<file path="src/rsx_cfg.svh">
// Register offsets, field positions and reset values of the execution datapath
`ifndef RSX_CFG_SVH
`define RSX_CFG_SVH

`define RSX_OFF_CTRL      12'h000
`define RSX_OFF_WORK      12'h004
`define RSX_OFF_FLAGS     12'h008
`define RSX_OFF_STAT      12'h00c

`define RSX_CTRL_EN_BIT   0
`define RSX_CTRL_RESET    32'h0000_0001

`define RSX_FLAG_C_BIT    0
`define RSX_FLAG_AC_BIT   1
`define RSX_FLAG_Z_BIT    2
`define RSX_FLAG_OV_BIT   3
`define RSX_FLAG_GIE_BIT  4

`define RSX_STAT_DUMMY_BIT 0
`define RSX_STAT_CNT_LSB   8
`define RSX_STAT_CNT_MSB   15

`define RSX_WORK_RESET    8'h00
`define RSX_BYTE_ONES     8'hff
`define RSX_RESP_OKAY     2'b00
`define RSX_RESP_DECERR   2'b11

`endif

</file>
<file path="src/rsx_pkg.sv">
// Types shared by the rotate, subtract and skip execution datapath
package rsx_pkg;

    typedef logic [7:0] byte_t;

    typedef enum logic [4:0] {
        op_none,
        call_exit_load_literal,
        interrupt_exit,
        rotate_left_mem,
        rotate_left_to_working,
        rotate_left_through_carry,
        rotate_left_through_carry_to_working,
        rotate_right_mem,
        rotate_right_to_working,
        rotate_right_through_carry,
        rotate_right_through_carry_to_working,
        minus_to_working,
        minus_to_mem,
        minus_literal,
        minus_with_borrow_to_working,
        minus_with_borrow_to_mem,
        decrement_skip_zero,
        decrement_skip_zero_to_working,
        increment_skip_zero,
        increment_skip_zero_to_working,
        fill_byte,
        bit_force,
        skip_bit_nonzero
    } exec_op_e;

    typedef struct packed {
        exec_op_e    op;
        byte_t       mem;
        byte_t       imm;
        logic [2:0]  bit_sel;
    } exec_req_s;

    typedef struct packed {
        logic ov;
        logic z;
        logic ac;
        logic c;
    } flags_s;

    typedef struct packed {
        logic  en;
        byte_t data;
    } mem_wr_s;

    typedef struct packed {
        byte_t  res;
        flags_s f;
    } alu_s;

endpackage

</file>
<file path="src/rsx_exec.sv">
// Execution datapath for returns, rotates, subtracts, byte/bit set and skips
//
// Local design decisions: the register addresses and register access over AXI4-Lite.
`include "rsx_cfg.svh"
`timescale 1ns/1ps
`default_nettype none

module rsx_exec
    import rsx_pkg::*;
(
    input  wire logic        aclk,
    input  wire logic        aresetn,
    // Instruction sequencer side
    input  wire logic        req_valid,
    input  wire exec_req_s   req,
    output logic             req_ready,
    input  wire logic        irq_pending,
    output logic             stack_pop,
    output logic             irq_enter,
    output logic             skip_next,
    output mem_wr_s          mem_wr,
    output byte_t            working_register,
    output flags_s           flags,
    output logic             global_irq_enable,
    // AXI4-Lite register slave
    input  wire logic [11:0] s_axi_awaddr,
    input  wire logic        s_axi_awvalid,
    output logic             s_axi_awready,
    input  wire logic [31:0] s_axi_wdata,
    input  wire logic [3:0]  s_axi_wstrb,
    input  wire logic        s_axi_wvalid,
    output logic             s_axi_wready,
    output logic [1:0]       s_axi_bresp,
    output logic             s_axi_bvalid,
    input  wire logic        s_axi_bready,
    input  wire logic [11:0] s_axi_araddr,
    input  wire logic        s_axi_arvalid,
    output logic             s_axi_arready,
    output logic [31:0]      s_axi_rdata,
    output logic [1:0]       s_axi_rresp,
    output logic             s_axi_rvalid,
    input  wire logic        s_axi_rready
);

    typedef enum logic {st_exec, st_dummy} exec_st_e;

    // Eight-bit subtract a - b - (not cin); carry high means no borrow
    function automatic alu_s sub8(input byte_t a, input byte_t b, input logic cin);
        logic [8:0] full;
        logic [4:0] low;
        alu_s       o;
        full    = {1'b0, a} + {1'b0, ~b} + {8'h00, cin};
        low     = {1'b0, a[3:0]} + {1'b0, ~b[3:0]} + {4'h0, cin};
        o.res   = full[7:0];
        o.f.c   = full[8];
        o.f.ac  = low[4];
        o.f.z   = (full[7:0] == 8'h00);
        o.f.ov  = (a[7] != b[7]) && (full[7] != a[7]);
        return o;
    endfunction

    function automatic logic is_reg(input logic [11:0] addr, input logic [11:0] off);
        return addr == off;
    endfunction

    exec_st_e    st_r;
    logic        ready_r;
    logic        ctrl_en_r;
    byte_t       work_r;
    flags_s      flags_r;
    logic        gie_r;
    logic        pop_r;
    logic        irq_r;
    logic        skip_r;
    mem_wr_s     wr_r;
    logic [7:0]  skip_cnt_r;

    logic [11:0] awaddr_r;
    logic        aw_held_r;
    logic        awready_r;
    logic        wready_r;
    logic [31:0] wdata_r;
    logic [3:0]  wstrb_r;
    logic        w_held_r;
    logic        bvalid_r;
    logic [1:0]  bresp_r;
    logic        arready_r;
    logic        rvalid_r;
    logic [31:0] rdata_r;
    logic [1:0]  rresp_r;

    logic        fire;
    logic        sw_wr;
    byte_t       work_nxt;
    flags_s      flags_nxt;
    mem_wr_s     wr_nxt;
    logic        pop_nxt;
    logic        skip_nxt;
    logic        gie_set;
    alu_s        alu;
    byte_t       incdec;

    assign fire  = req_valid && ready_r;
    assign sw_wr = aw_held_r && w_held_r && !bvalid_r;

    // Operation decode
    always_comb begin
        work_nxt  = work_r;
        flags_nxt = flags_r;
        wr_nxt    = '{en: 1'b0, data: req.mem};
        pop_nxt   = 1'b0;
        skip_nxt  = 1'b0;
        gie_set   = 1'b0;
        alu       = sub8(work_r, req.mem, 1'b1);
        incdec    = req.mem;
        case (req.op)
            call_exit_load_literal: begin
                pop_nxt  = 1'b1;
                work_nxt = req.imm;
            end
            interrupt_exit: begin
                pop_nxt = 1'b1;
                gie_set = 1'b1;
            end
            rotate_left_mem: begin
                wr_nxt = '{en: 1'b1, data: {req.mem[6:0], req.mem[7]}};
            end
            rotate_left_to_working: begin
                work_nxt = {req.mem[6:0], req.mem[7]};
            end
            rotate_left_through_carry: begin
                wr_nxt      = '{en: 1'b1, data: {req.mem[6:0], flags_r.c}};
                flags_nxt.c = req.mem[7];
            end
            rotate_left_through_carry_to_working: begin
                work_nxt    = {req.mem[6:0], flags_r.c};
                flags_nxt.c = req.mem[7];
            end
            rotate_right_mem: begin
                wr_nxt = '{en: 1'b1, data: {req.mem[0], req.mem[7:1]}};
            end
            rotate_right_to_working: begin
                work_nxt = {req.mem[0], req.mem[7:1]};
            end
            rotate_right_through_carry: begin
                wr_nxt      = '{en: 1'b1, data: {flags_r.c, req.mem[7:1]}};
                flags_nxt.c = req.mem[0];
            end
            rotate_right_through_carry_to_working: begin
                work_nxt    = {flags_r.c, req.mem[7:1]};
                flags_nxt.c = req.mem[0];
            end
            minus_to_working: begin
                flags_nxt = alu.f;
                work_nxt  = alu.res;
            end
            minus_to_mem: begin
                flags_nxt = alu.f;
                wr_nxt    = '{en: 1'b1, data: alu.res};
            end
            minus_literal: begin
                alu       = sub8(work_r, req.imm, 1'b1);
                flags_nxt = alu.f;
                work_nxt  = alu.res;
            end
            minus_with_borrow_to_working: begin
                alu       = sub8(work_r, req.mem, flags_r.c);
                flags_nxt = alu.f;
                work_nxt  = alu.res;
            end
            minus_with_borrow_to_mem: begin
                alu       = sub8(work_r, req.mem, flags_r.c);
                flags_nxt = alu.f;
                wr_nxt    = '{en: 1'b1, data: alu.res};
            end
            decrement_skip_zero: begin
                incdec   = req.mem - 8'h01;
                wr_nxt   = '{en: 1'b1, data: incdec};
                skip_nxt = (incdec == 8'h00);
            end
            decrement_skip_zero_to_working: begin
                incdec   = req.mem - 8'h01;
                work_nxt = incdec;
                skip_nxt = (incdec == 8'h00);
            end
            increment_skip_zero: begin
                incdec   = req.mem + 8'h01;
                wr_nxt   = '{en: 1'b1, data: incdec};
                skip_nxt = (incdec == 8'h00);
            end
            increment_skip_zero_to_working: begin
                incdec   = req.mem + 8'h01;
                work_nxt = incdec;
                skip_nxt = (incdec == 8'h00);
            end
            fill_byte: begin
                wr_nxt = '{en: 1'b1, data: `RSX_BYTE_ONES};
            end
            bit_force: begin
                wr_nxt.en                = 1'b1;
                wr_nxt.data[req.bit_sel] = 1'b1;
            end
            skip_bit_nonzero: begin
                skip_nxt = req.mem[req.bit_sel];
            end
            default: begin
                work_nxt = work_r;
            end
        endcase
    end

    // Dummy cycle after a taken skip keeps the sequencer stalled
    always_ff @(posedge aclk) begin
        if (!aresetn) begin
            st_r    <= st_exec;
            ready_r <= 1'b0;
        end else begin
            case (st_r)
                st_exec: begin
                    if (fire && skip_nxt) begin
                        st_r    <= st_dummy;
                        ready_r <= 1'b0;
                    end else begin
                        ready_r <= ctrl_en_r;
                    end
                end
                st_dummy: begin
                    st_r    <= st_exec;
                    ready_r <= ctrl_en_r;
                end
                default: begin
                    st_r    <= st_exec;
                    ready_r <= 1'b0;
                end
            endcase
        end
    end

    // One-cycle strobes toward stack, memory and sequencer
    always_ff @(posedge aclk) begin
        if (!aresetn) begin
            pop_r  <= 1'b0;
            irq_r  <= 1'b0;
            skip_r <= 1'b0;
            wr_r   <= '0;
        end else begin
            pop_r  <= fire && pop_nxt;
            irq_r  <= fire && (req.op == interrupt_exit) && irq_pending;
            skip_r <= fire && skip_nxt;
            wr_r   <= fire ? wr_nxt : '{en: 1'b0, data: wr_r.data};
        end
    end

    // Execution wins over a software write landing in the same cycle
    always_ff @(posedge aclk) begin
        if (!aresetn) begin
            work_r  <= `RSX_WORK_RESET;
            flags_r <= '0;
            gie_r   <= 1'b0;
        end else if (fire) begin
            work_r  <= work_nxt;
            flags_r <= flags_nxt;
            if (gie_set) begin
                gie_r <= 1'b1;
            end
        end else if (sw_wr && wstrb_r[0]) begin
            if (is_reg(awaddr_r, `RSX_OFF_WORK)) begin
                work_r <= wdata_r[7:0];
            end
            if (is_reg(awaddr_r, `RSX_OFF_FLAGS)) begin
                flags_r.c  <= wdata_r[`RSX_FLAG_C_BIT];
                flags_r.ac <= wdata_r[`RSX_FLAG_AC_BIT];
                flags_r.z  <= wdata_r[`RSX_FLAG_Z_BIT];
                flags_r.ov <= wdata_r[`RSX_FLAG_OV_BIT];
                gie_r      <= wdata_r[`RSX_FLAG_GIE_BIT];
            end
        end
    end

    // Wraps at 255; for software progress checks only
    always_ff @(posedge aclk) begin
        if (!aresetn) begin
            skip_cnt_r <= 8'h00;
        end else if (fire && skip_nxt) begin
            skip_cnt_r <= skip_cnt_r + 8'h01;
        end
    end

    always_ff @(posedge aclk) begin
        if (!aresetn) begin
            ctrl_en_r <= 1'(`RSX_CTRL_RESET);
        end else if (sw_wr && wstrb_r[0] && is_reg(awaddr_r, `RSX_OFF_CTRL)) begin
            ctrl_en_r <= wdata_r[`RSX_CTRL_EN_BIT];
        end
    end

    // AXI write: address and data latched independently, then answered
    always_ff @(posedge aclk) begin
        if (!aresetn) begin
            aw_held_r <= 1'b0;
            w_held_r  <= 1'b0;
            awready_r <= 1'b0;
            wready_r  <= 1'b0;
            awaddr_r  <= 12'h000;
            wdata_r   <= 32'h0000_0000;
            wstrb_r   <= 4'h0;
            bvalid_r  <= 1'b0;
            bresp_r   <= `RSX_RESP_OKAY;
        end else begin
            // Ready is a flop, so it stays low for one edge after a release
            if (s_axi_awvalid && awready_r) begin
                aw_held_r <= 1'b1;
                awready_r <= 1'b0;
                awaddr_r  <= s_axi_awaddr;
            end else if (!aw_held_r) begin
                awready_r <= 1'b1;
            end
            if (s_axi_wvalid && wready_r) begin
                w_held_r <= 1'b1;
                wready_r <= 1'b0;
                wdata_r  <= s_axi_wdata;
                wstrb_r  <= s_axi_wstrb;
            end else if (!w_held_r) begin
                wready_r <= 1'b1;
            end
            if (sw_wr) begin
                aw_held_r <= 1'b0;
                w_held_r  <= 1'b0;
                bvalid_r  <= 1'b1;
                bresp_r   <= (is_reg(awaddr_r, `RSX_OFF_CTRL)
                             || is_reg(awaddr_r, `RSX_OFF_WORK)
                             || is_reg(awaddr_r, `RSX_OFF_FLAGS)
                             || is_reg(awaddr_r, `RSX_OFF_STAT))
                             ? `RSX_RESP_OKAY : `RSX_RESP_DECERR;
            end else if (bvalid_r && s_axi_bready) begin
                bvalid_r <= 1'b0;
            end
        end
    end

    // AXI read: one outstanding, answer one cycle after address
    always_ff @(posedge aclk) begin
        if (!aresetn) begin
            arready_r <= 1'b0;
            rvalid_r  <= 1'b0;
            rdata_r   <= 32'h0000_0000;
            rresp_r   <= `RSX_RESP_OKAY;
        end else if (s_axi_arvalid && arready_r) begin
            arready_r <= 1'b0;
            rvalid_r  <= 1'b1;
            rresp_r   <= `RSX_RESP_OKAY;
            rdata_r   <= 32'h0000_0000;
            if (is_reg(s_axi_araddr, `RSX_OFF_CTRL)) begin
                rdata_r[`RSX_CTRL_EN_BIT] <= ctrl_en_r;
            end else if (is_reg(s_axi_araddr, `RSX_OFF_WORK)) begin
                rdata_r[7:0] <= work_r;
            end else if (is_reg(s_axi_araddr, `RSX_OFF_FLAGS)) begin
                rdata_r[`RSX_FLAG_C_BIT]   <= flags_r.c;
                rdata_r[`RSX_FLAG_AC_BIT]  <= flags_r.ac;
                rdata_r[`RSX_FLAG_Z_BIT]   <= flags_r.z;
                rdata_r[`RSX_FLAG_OV_BIT]  <= flags_r.ov;
                rdata_r[`RSX_FLAG_GIE_BIT] <= gie_r;
            end else if (is_reg(s_axi_araddr, `RSX_OFF_STAT)) begin
                rdata_r[`RSX_STAT_DUMMY_BIT] <= (st_r == st_dummy);
                rdata_r[`RSX_STAT_CNT_MSB:`RSX_STAT_CNT_LSB] <= skip_cnt_r;
            end else begin
                rresp_r <= `RSX_RESP_DECERR;
            end
        end else if (rvalid_r && s_axi_rready) begin
            rvalid_r  <= 1'b0;
            arready_r <= 1'b1;
        end else if (!rvalid_r) begin
            arready_r <= 1'b1;
        end
    end

    assign req_ready         = ready_r;
    assign stack_pop         = pop_r;
    assign irq_enter         = irq_r;
    assign skip_next         = skip_r;
    assign mem_wr            = wr_r;
    assign working_register  = work_r;
    assign flags             = flags_r;
    assign global_irq_enable = gie_r;
    assign s_axi_awready     = awready_r;
    assign s_axi_wready      = wready_r;
    assign s_axi_bvalid      = bvalid_r;
    assign s_axi_bresp       = bresp_r;
    assign s_axi_arready     = arready_r;
    assign s_axi_rvalid      = rvalid_r;
    assign s_axi_rdata       = rdata_r;
    assign s_axi_rresp       = rresp_r;

endmodule

`default_nettype wire

</file>
<file path="config.mk">
export PLATFORM = sky130hd
export DESIGN_NAME = rsx_exec
export DESIGN_NICKNAME = d
export VERILOG_FILES = /design/src/rsx_pkg.sv /design/src/rsx_exec.sv
export VERILOG_INCLUDE_DIRS = /design/src
export SDC_FILE = /design/constraint.sdc
export NUM_CORES = 1
export LEC_CHECK = 0
export CAP_MARGIN = 5
export CORE_MARGIN = 1.5
export CORE_UTILIZATION = 45
export DETAILED_ROUTE_END_ITERATION = 16
export DONT_BUFFER_PORTS = 1
export PLACE_DENSITY = 0.73
export SKIP_CTS_REPAIR_TIMING = 1
export SLEW_MARGIN = 0
export SYNTH_ARGS = -nofsm -noshare
export SYNTH_HDL_FRONTEND = slang
export SYNTH_SLANG_ARGS = --single-unit
</file>
<file path="constraint.sdc">
create_clock -name aclk -period 3.39 [get_ports aclk]
set_input_delay 0.678 -clock aclk [delete_from_list [all_inputs] [get_ports aclk]]
set_output_delay 0.678 -clock aclk [all_outputs]
set_load 0.02 [all_outputs]
</file>
==> metrics.md, run 1 <==
| Metric | Value |
|---|---|
| Slew Limit Fails | 0 |
| Worst setup SP type | flip-flop |
| Worst Reg-to-Reg Cells | 11 |
| Via count | about 6.5k |
| GP Congestion | approximately 0.98 |
| DR WL met3 | approximately 2300 µm |
| Ports | 160 |
| Num Clock Sinks | a little over 80 |
| Mean post-synth cell area | 7.78 µm² |
| Root Buffer | clkbuf_16 |
| Hold Path Class | input port to flip-flop |
| # rows | between 40 and 50 |
| # port buffers | 0 |
| Setup TNS | 0 ns |
| GRT Util Overall | 28.0% |
| Setup crit end kind | flip-flop |
| 1st-pass router iterations | 6 |
| Simple-Gate Fraction of Synth Area | between 20% and 30% |
| H-tree levels | 3 |
| Core ar. | 14000 µm² |
| Gr ovfl total | 0 |
| Number of diodes | 0 |
| Switching part of the total | between 20 and 30% |
| Met1 Routed Length | 8860 µm |
| Area delta synth->final | 6.57% |
| Clock transition at path regs | around 0.06 ns |
| Reg2Reg Launch Point | working_register[0] |
| Yosys cell types | approximately 90 |
| CTS Buf Count | 9 |
| Max Fanout on Critical Path | 7 |
| Post-Synthesis Cells | 844 |
| Final net count | approximately 940 |
| Adder-cell share of the synthesized area | under 10% |
| First-pass GRT wire length | 32900 µm |
| Sequential-to-total area share from yosys stat | roughly a quarter |
| Largest net degree at the start of global routing | 73 |
| # setup viols final | 0 |
| Max Clk Rate | 324 MHz |
| Period minus WS final | about 3 ns |
| Max IR drop VDD | around 290 µV |
| Crit share post-route | just over 90% |
| Switch Pwr | around 0.00075 W |
| Worst-Margin Slew | 0.786 ns |
| Placed wire-length estimate | ~16000 µm |
| Post-synthesis compound-gate area fraction | between 20% and 30% |
| Yosys Warn Count | 0 |
| Die W | around 120 µm |
| Layout cells sized above 1 | a little under a tenth |
| Layout Cell Area excl Fill | between 6000 and 7000 µm² |
| Status | complete, no violations |
| Initial Utilization | a little under half |
| Clk_skew | between 0.006 and 0.007 ns |
| Gate power share | just over 20% |
| DR WL/cell | between 20 and 25 µm |
| Clock latency at the later pin of the worst-skew pair | 0.34 ns |
| # DRC | 0 |
| Vias in the first global route | 5965 |
| Initial antenna violation count | 0 |
| Start point of the worst hold path | aresetn |
| CTS max path bufs | 2 |
| Post-synth EDFFs | 0 |
| Worst setup path category | flip-flop to flip-flop |
| Met2 WL post-DR | 9490 µm |
| R2r endpoint | mem_wr[7] |
| R2R Setup Slk | roughly 0.30 ns |
| RSZ-0062 raised after global routing | false |
| Drt total wl | around 21000 µm |
| Worst path required time | 3.61 ns |
| Sequential fraction of design power | around 41% |
| Max-slew headroom | a little under half |
| Die Y-Extent | between 100 and 150 µm |
| Arrival time worst endpoint | around 3.3 ns |
| PwrDens | 367 nW/µm² |
| Leakage power | around 2.6 nW |
| Cell depth of the worst hold path | 1 |
| Top Metal Used | met4 |
| Pint | about 0.0018 W |
| Yosys reg bits | about 80 |
| Die ar. | 15300 µm² |
| Placed instance area | 6690 µm² |
| Asr flop ratio synth | 0% |
| CTS tree | yes |
| Clock power share | approximately two fifths |
| DR iter-0 viols | 795 |
| Filler cells | between 1k and 1.5k |
| DR vias/cell | 6.48 |
| Hold Violations, Final | 0 |
| Top FF cell, synth | dfxtp_1 |
| Largest family of logic cells by synthesized area | compound AO/OA/AOI/OAI gates |
| Post-route ant nets | 0 |
| Max Cap Viol | 0 |
| Post-Syn Area | around 6600 µm² |
| XOR/XNOR Fraction of Synth Area | between 7 and 8% |
| Mux contribution to synthesized area | roughly 2.3% |
| Min-Delay Endpoint | ctrl_en_r |
layout by cell type, fill, tap and decap left out, drive strengths merged, types with 14 or more instances in the layout:
cell,n
a21boi,33
a21oi,33
a221oi,16
a22oi,20
buf,26
conb,16
dfxtp,82
ha,23
inv,35
nand2,101
nand3,25
nor2,59
nor2b,20
nor3,16
nor4,16
o211ai,14
o21ai,40
xnor2,37
through the flow:
| stage | utilization [%] | setup WS, ns | total power (W) | instances | hold WS [ns] |
|---|---|---|---|---|---|
| final | 49.8 | 0.299 | 0.00257 | 1010 | 0.459 |
| after global routing | 49.8 | 0.117 | 0.00267 | 1010 | 0.426 |
| after CTS | 49.8 | 0.313 | 0.00257 | 1010 | 0.417 |
| after detailed placement | 47.7 | 0.0615 | 0.00158 | 995 | 0.457 |
| after global placement | 47.7 | 0.0723 | 0.00158 | 995 | 0.450 |
| after floorplan | - | 0.0156 | 0.00150 | 859 | 0.417 |
sequential cells by signal (all words and copies together) (netlist names), 4 cells and up:
name,count
s_axi_rdata,16
awaddr_r,12
mem_wr,9
skip_cnt_r,8
wdata_r,8
working_register,8
flags,4
how the worst max path moves through the flow:
stage / start / to / slack [ns]
2_1_floorplan: req[11] / mem_wr[7] / 0.02
3_3_place_gp: req[11] / mem_wr[7] / 0.07
6_report: working_register[0] / mem_wr[7] / 0.30
4_1_cts: working_register[0] / mem_wr[7] / 0.31
5_1_grt: working_register[0] / flags[2] / 0.12
3_5_place_dp: req[11] / mem_wr[7] / 0.06
synth_stat cells (4+ instances only):
cell type	n	area share (%)
nand2_1	101	5.8
dfxtp_1	82	25
nor2_1	58	3.3
clkbuf_1	37	2.1
o21ai_0	35	2.7
xnor2_1	35	4.7
a21boi_0	32	3.7
a21oi_1	32	2.4
inv_1	32	1.8
nand3_1	25	1.9
ha_1	23	4.4
a22oi_1	20	2.3
buf_4	20	2.3
nor2b_1	20	1.9
a221oi_1	15	2.0
nor3_1	14	1.1
o211ai_1	14	1.6
mux2i_1	13	2.0
nand2b_1	13	1.2
nor4_1	13	1.2
and2_1	12	1.1
a22o_1	10	1.3
buf_2	10	0.76
nand4_1	9	0.86
xor2_1	9	1.2
and3_1	8	0.76
o21a_1	8	0.91
o22ai_1	7	0.67
or2_2	7	0.67
a31oi_1	6	0.57
nor3b_1	6	0.69
a211o_1	5	0.67
a221o_1	5	0.76
o211a_1	5	0.76
o21ai_1	5	0.38
o221ai_1	5	0.67
o31ai_1	5	0.57
a21o_1	4	0.46
nand3b_1	4	0.46
or3_1	4	0.38
area by class of cell:
| class | instances | area, µm² | share of cell area [%] |
|---|---|---|---|
| timing repair buffer | 26 | 195 | 2.79 |
| inverter | 36 | 135 | 1.93 |
| tap | 180 | 225 | 3.22 |
| clock inverter | 2 | 35.0 | 0.501 |
| sequential | 82 | 1640 | 23.5 |
| multi-input combinational | 671 | 4500 | 64.2 |
| clock buffer | 13 | 270 | 3.86 |
critical path: stages, from the launching register on:
cell and delay (ns):
dfxtp_1 0.42, ha_1 0.21, inv_1 0.05, fa_1 0.36
and2b_4 0.28, o22ai_2 0.12, xor2_2 0.23, or4_4 0.60
nor2_4 0.14, xnor2_1 0.14, a221oi_2 0.35, nor3_1 0.07
per-layer routing:
layer | global-route usage, % | up-vias
met2 | 42.7 | 395
met3 | 7.10 | 61
met5 | 0 | -
met4 | 11.7 | 0
li1 | - | 3025
met1 | 37.4 | 3061
power by group through the flow:
stage	logic [W]	clock network, W	registers (W)
CTS	0.000521	0.00100	0.00104
global route	0.000578	0.00104	0.00105
finish	0.000533	0.000994	0.00104
detailed placement	0.000518	0	0.00106
global placement	0.000515	0	0.00106
floorplan	0.000443	0	0.00106
logic make-up after synthesis:
kind of cell    count (synthesis)
other cells                     1
flops                          82
simple gates                  315
compound gates                253
buf+inv                       106
mux                            14
xor+xnor                       48
fa+ha+maj                      25
No activity file was read; power rests on OpenSTA's default activity.
==> inputs of run 2 (changes only) <==
--- a/config.mk
+++ b/config.mk
@@ -9,6 +9,7 @@
 export CAP_MARGIN = 5
 export CORE_MARGIN = 1.5
 export CORE_UTILIZATION = 45
+export CTS_BUF_LIST = sky130_fd_sc_hd__clkbuf_16
 export DETAILED_ROUTE_END_ITERATION = 16
 export DONT_BUFFER_PORTS = 1
 export PLACE_DENSITY = 0.73
==> constraint.sdc (replaced) <==
create_clock -name aclk -period 3.39 [get_ports aclk]
set_input_delay 0.678 -clock aclk [delete_from_list [all_inputs] [get_ports aclk]]
set_output_delay 0.678 -clock aclk [all_outputs]
set_load 0.1 [all_outputs]
==> run 2 against run 1 <==
Global-route usage about the same. Core utilization up 0.37 points. Via count down 0.58%. Critical endpoint is now mem_wr[5].
==> metrics.md, run 2 (synthesized netlist as in run 1, its figures left out) <==
| Metric | Value |
|---|---|
| DR iter-0 viols | 709 (was 795) |
| Switching part of the total | 34.6% (was 29.0%) |
| Post-route ant nets | 0 (unchanged) |
| Die Y-Extent | 124 µm (unchanged) |
| Switch Pwr | 0.000936 W (was 0.000746 W) |
| DR vias/cell | 6.38 (was 6.48) |
| R2R Setup Slk | 0.30 ns (about the same) |
| Worst setup path category | flip-flop to flip-flop (unchanged) |
| Max Fanout on Critical Path | 7 (unchanged) |
| Root Buffer | clkbuf_16 (unchanged) |
| Hold Violations, Final | 0 (unchanged) |
| Initial antenna violation count | 0 (unchanged) |
| CTS Buf Count | 9 (unchanged) |
| Clock latency at the later pin of the worst-skew pair | 0.35 ns (was 0.34 ns) |
| Worst Reg-to-Reg Cells | 10 (was 11) |
| Commonest non-fill, non-tap cell in the layout | nand2_1 (unchanged) |
| Num Clock Sinks | 82 (unchanged) |
| Worst path required time | 3.60 ns (was 3.61 ns) |
| Via count | 6504 (was 6542) |
| Worst-Margin Slew | 1.12 ns (was 0.786 ns) |
| Max Clk Rate | 323 MHz (was 324 MHz) |
| # setup viols final | 0 (unchanged) |
| Hold Path Class | input port to flip-flop (unchanged) |
| Clk_skew | 0.0113 ns (was 0.00680 ns) |
| First-pass GRT wire length | 32800 µm (was 32900 µm) |
| CTS tree | yes (unchanged) |
| DR WL/cell | 20.9 µm (was 21.2 µm) |
| Die ar. | 15300 µm² (unchanged) |
| Slew Limit Fails | 0 (unchanged) |
| Leakage power | 2.67 nW (was 2.63 nW) |
| PwrDens | 383 nW/µm² (was 367 nW/µm²) |
| Max FFs per register | 16 (unchanged) |
| Core ar. | 14000 µm² (unchanged) |
| Area delta synth->final | 7.37% (was 6.57%) |
| Max IR drop VDD | 271 µV (was 291 µV) |
| GRT Util Overall | 28.0% (about the same) |
| DR WL met3 | 2080 µm (was 2310 µm) |
| Die W | 124 µm (unchanged) |
| Setup TNS | 0 ns (unchanged) |
| RSZ-0062 raised after global routing | false (unchanged) |
| Pint | 0.00177 W (was 0.00182 W) |
| Initial Utilization | 46.8% (unchanged) |
| GP Congestion | 1.02 (was 0.984) |
| Max Cap Viol | 0 (unchanged) |
| # port buffers | 0 (unchanged) |
| Largest net degree at the start of global routing | 73 (unchanged) |
| Period minus WS final | 3.09 ns (about the same) |
| Gr ovfl total | 0 (unchanged) |
| Pre-CTS WS | 0.0907 ns (was 0.0615 ns) |
| Gate power share | 23.7% (was 20.7%) |
| # rows | 43 (unchanged) |
| Met2 WL post-DR | 9320 µm (was 9490 µm) |
| Arrival time worst endpoint | 3.30 ns (was 3.31 ns) |
| Drt total wl | 21300 µm (was 21400 µm) |
| Setup crit end kind | flip-flop (unchanged) |
| Clock power share | 35.1% (was 38.7%) |
| Top Metal Used | met4 (unchanged) |
| Final net count | 953 (was 944) |
| Placed wire-length estimate | 16300 µm (about the same) |
| Number of diodes | 0 (unchanged) |
| Max-slew headroom | 25.4% (was 47.2%) |
| Worst setup SP type | flip-flop (unchanged) |
| 1st-pass router iterations | 6 (unchanged) |
| Commonest non-fill, non-tap cells in the layout | nand2_1 (101), dfxtp_1 (78), nor2_1 (58) (was nand2_1 (101), dfxtp_1 (82), nor2_1 (58)) |
| Filler cells | 1366 (was 1360) |
| Vias in the first global route | 6036 (was 5965) |
| Clock transition at path regs | 0.07 ns (was 0.06 ns) |
| Sequential fraction of design power | 41.2% (was 40.6%) |
| Status | complete, no violations (unchanged) |
| Met1 Routed Length | 8970 µm (was 8860 µm) |
| Cell depth of the worst hold path | 1 (unchanged) |
| Crit share post-route | 91.2% (about the same) |
| Final worst slack | 0.297 ns (was 0.299 ns) |
| CTS max path bufs | 2 (unchanged) |
| Layout cells sized above 1 | 10.5% (was 9.04%) |
| # DRC | 0 (unchanged) |
| H-tree levels | 3 (unchanged) |
| Ports | 160 (unchanged) |
[run 2: cell types whose count changed in the layout (fill, tap and decap cells not counted), sizes merged]
cell,delta
clkinvlp,+1
buf,+9
clkbuf,-4
clkinv,+4
[run 2: per-layer routing]
metal,vias up,track usage [%]
li1,3043,-
met1,3051,37.0
met2,335,43.1
met3,75,6.82
met4,0,12.4
met5,-,0
[run 2: power groups by stage]
stage	clock (W)	combinational [W]	sequential (W)
after global placement	0	0.000622	0.00113
after floorplan	0	0.000512	0.00116
final	0.000948	0.000640	0.00111
after global routing	0.000994	0.000685	0.00112
after detailed placement	0	0.000624	0.00113
after CTS	0.000960	0.000627	0.00111
[run 2: area by class of cell]
type                    count  area, µm²  share of cell area [%]
clock buffers               9        225                    3.19
clock inverters             7       60.1                   0.852
inverters                  36        135                    1.92
multi-input cells         671       4500                    63.8
flip-flops and latches     82       1650                    23.4
well taps                 180        225                    3.19
repair buffers             35        263                    3.73
[run 2: worst paths after layout]
path / from / to
max: working_register[1] / mem_wr[5]
min: aresetn / ctrl_en_r
max reg2reg: working_register[1] / mem_wr[5]
min reg2reg: awaddr_r[10] / awaddr_r[10]
[run 2: stage by stage]
stage | power, W | utilization (%) | std cells | hold slack [ns] | instance area (µm²)
floorplan | 0.00167 | - | 859 | 0.417 | 6630
global placement | 0.00176 | 48.2 | 1004 | 0.446 | 6770
detailed placement | 0.00176 | 48.2 | 1004 | 0.456 | 6770
CTS | 0.00270 | 50.2 | 1020 | 0.404 | 7050
global route | 0.00280 | 50.2 | 1020 | 0.423 | 7050
finish | 0.00270 | 50.2 | 1020 | 0.419 | 7050
[run 2: critical path: stages, from the launching register on]
cell	delay, ns
dfxtp_2	0.47
inv_1	0.09
fa_1	0.40
buf_4	0.15
xnor2_2	0.29
buf_4	0.21
and3_1	0.27
nand3_1	0.12
xnor2_1	0.22
a221oi_1	0.61
nor2_1	0.10
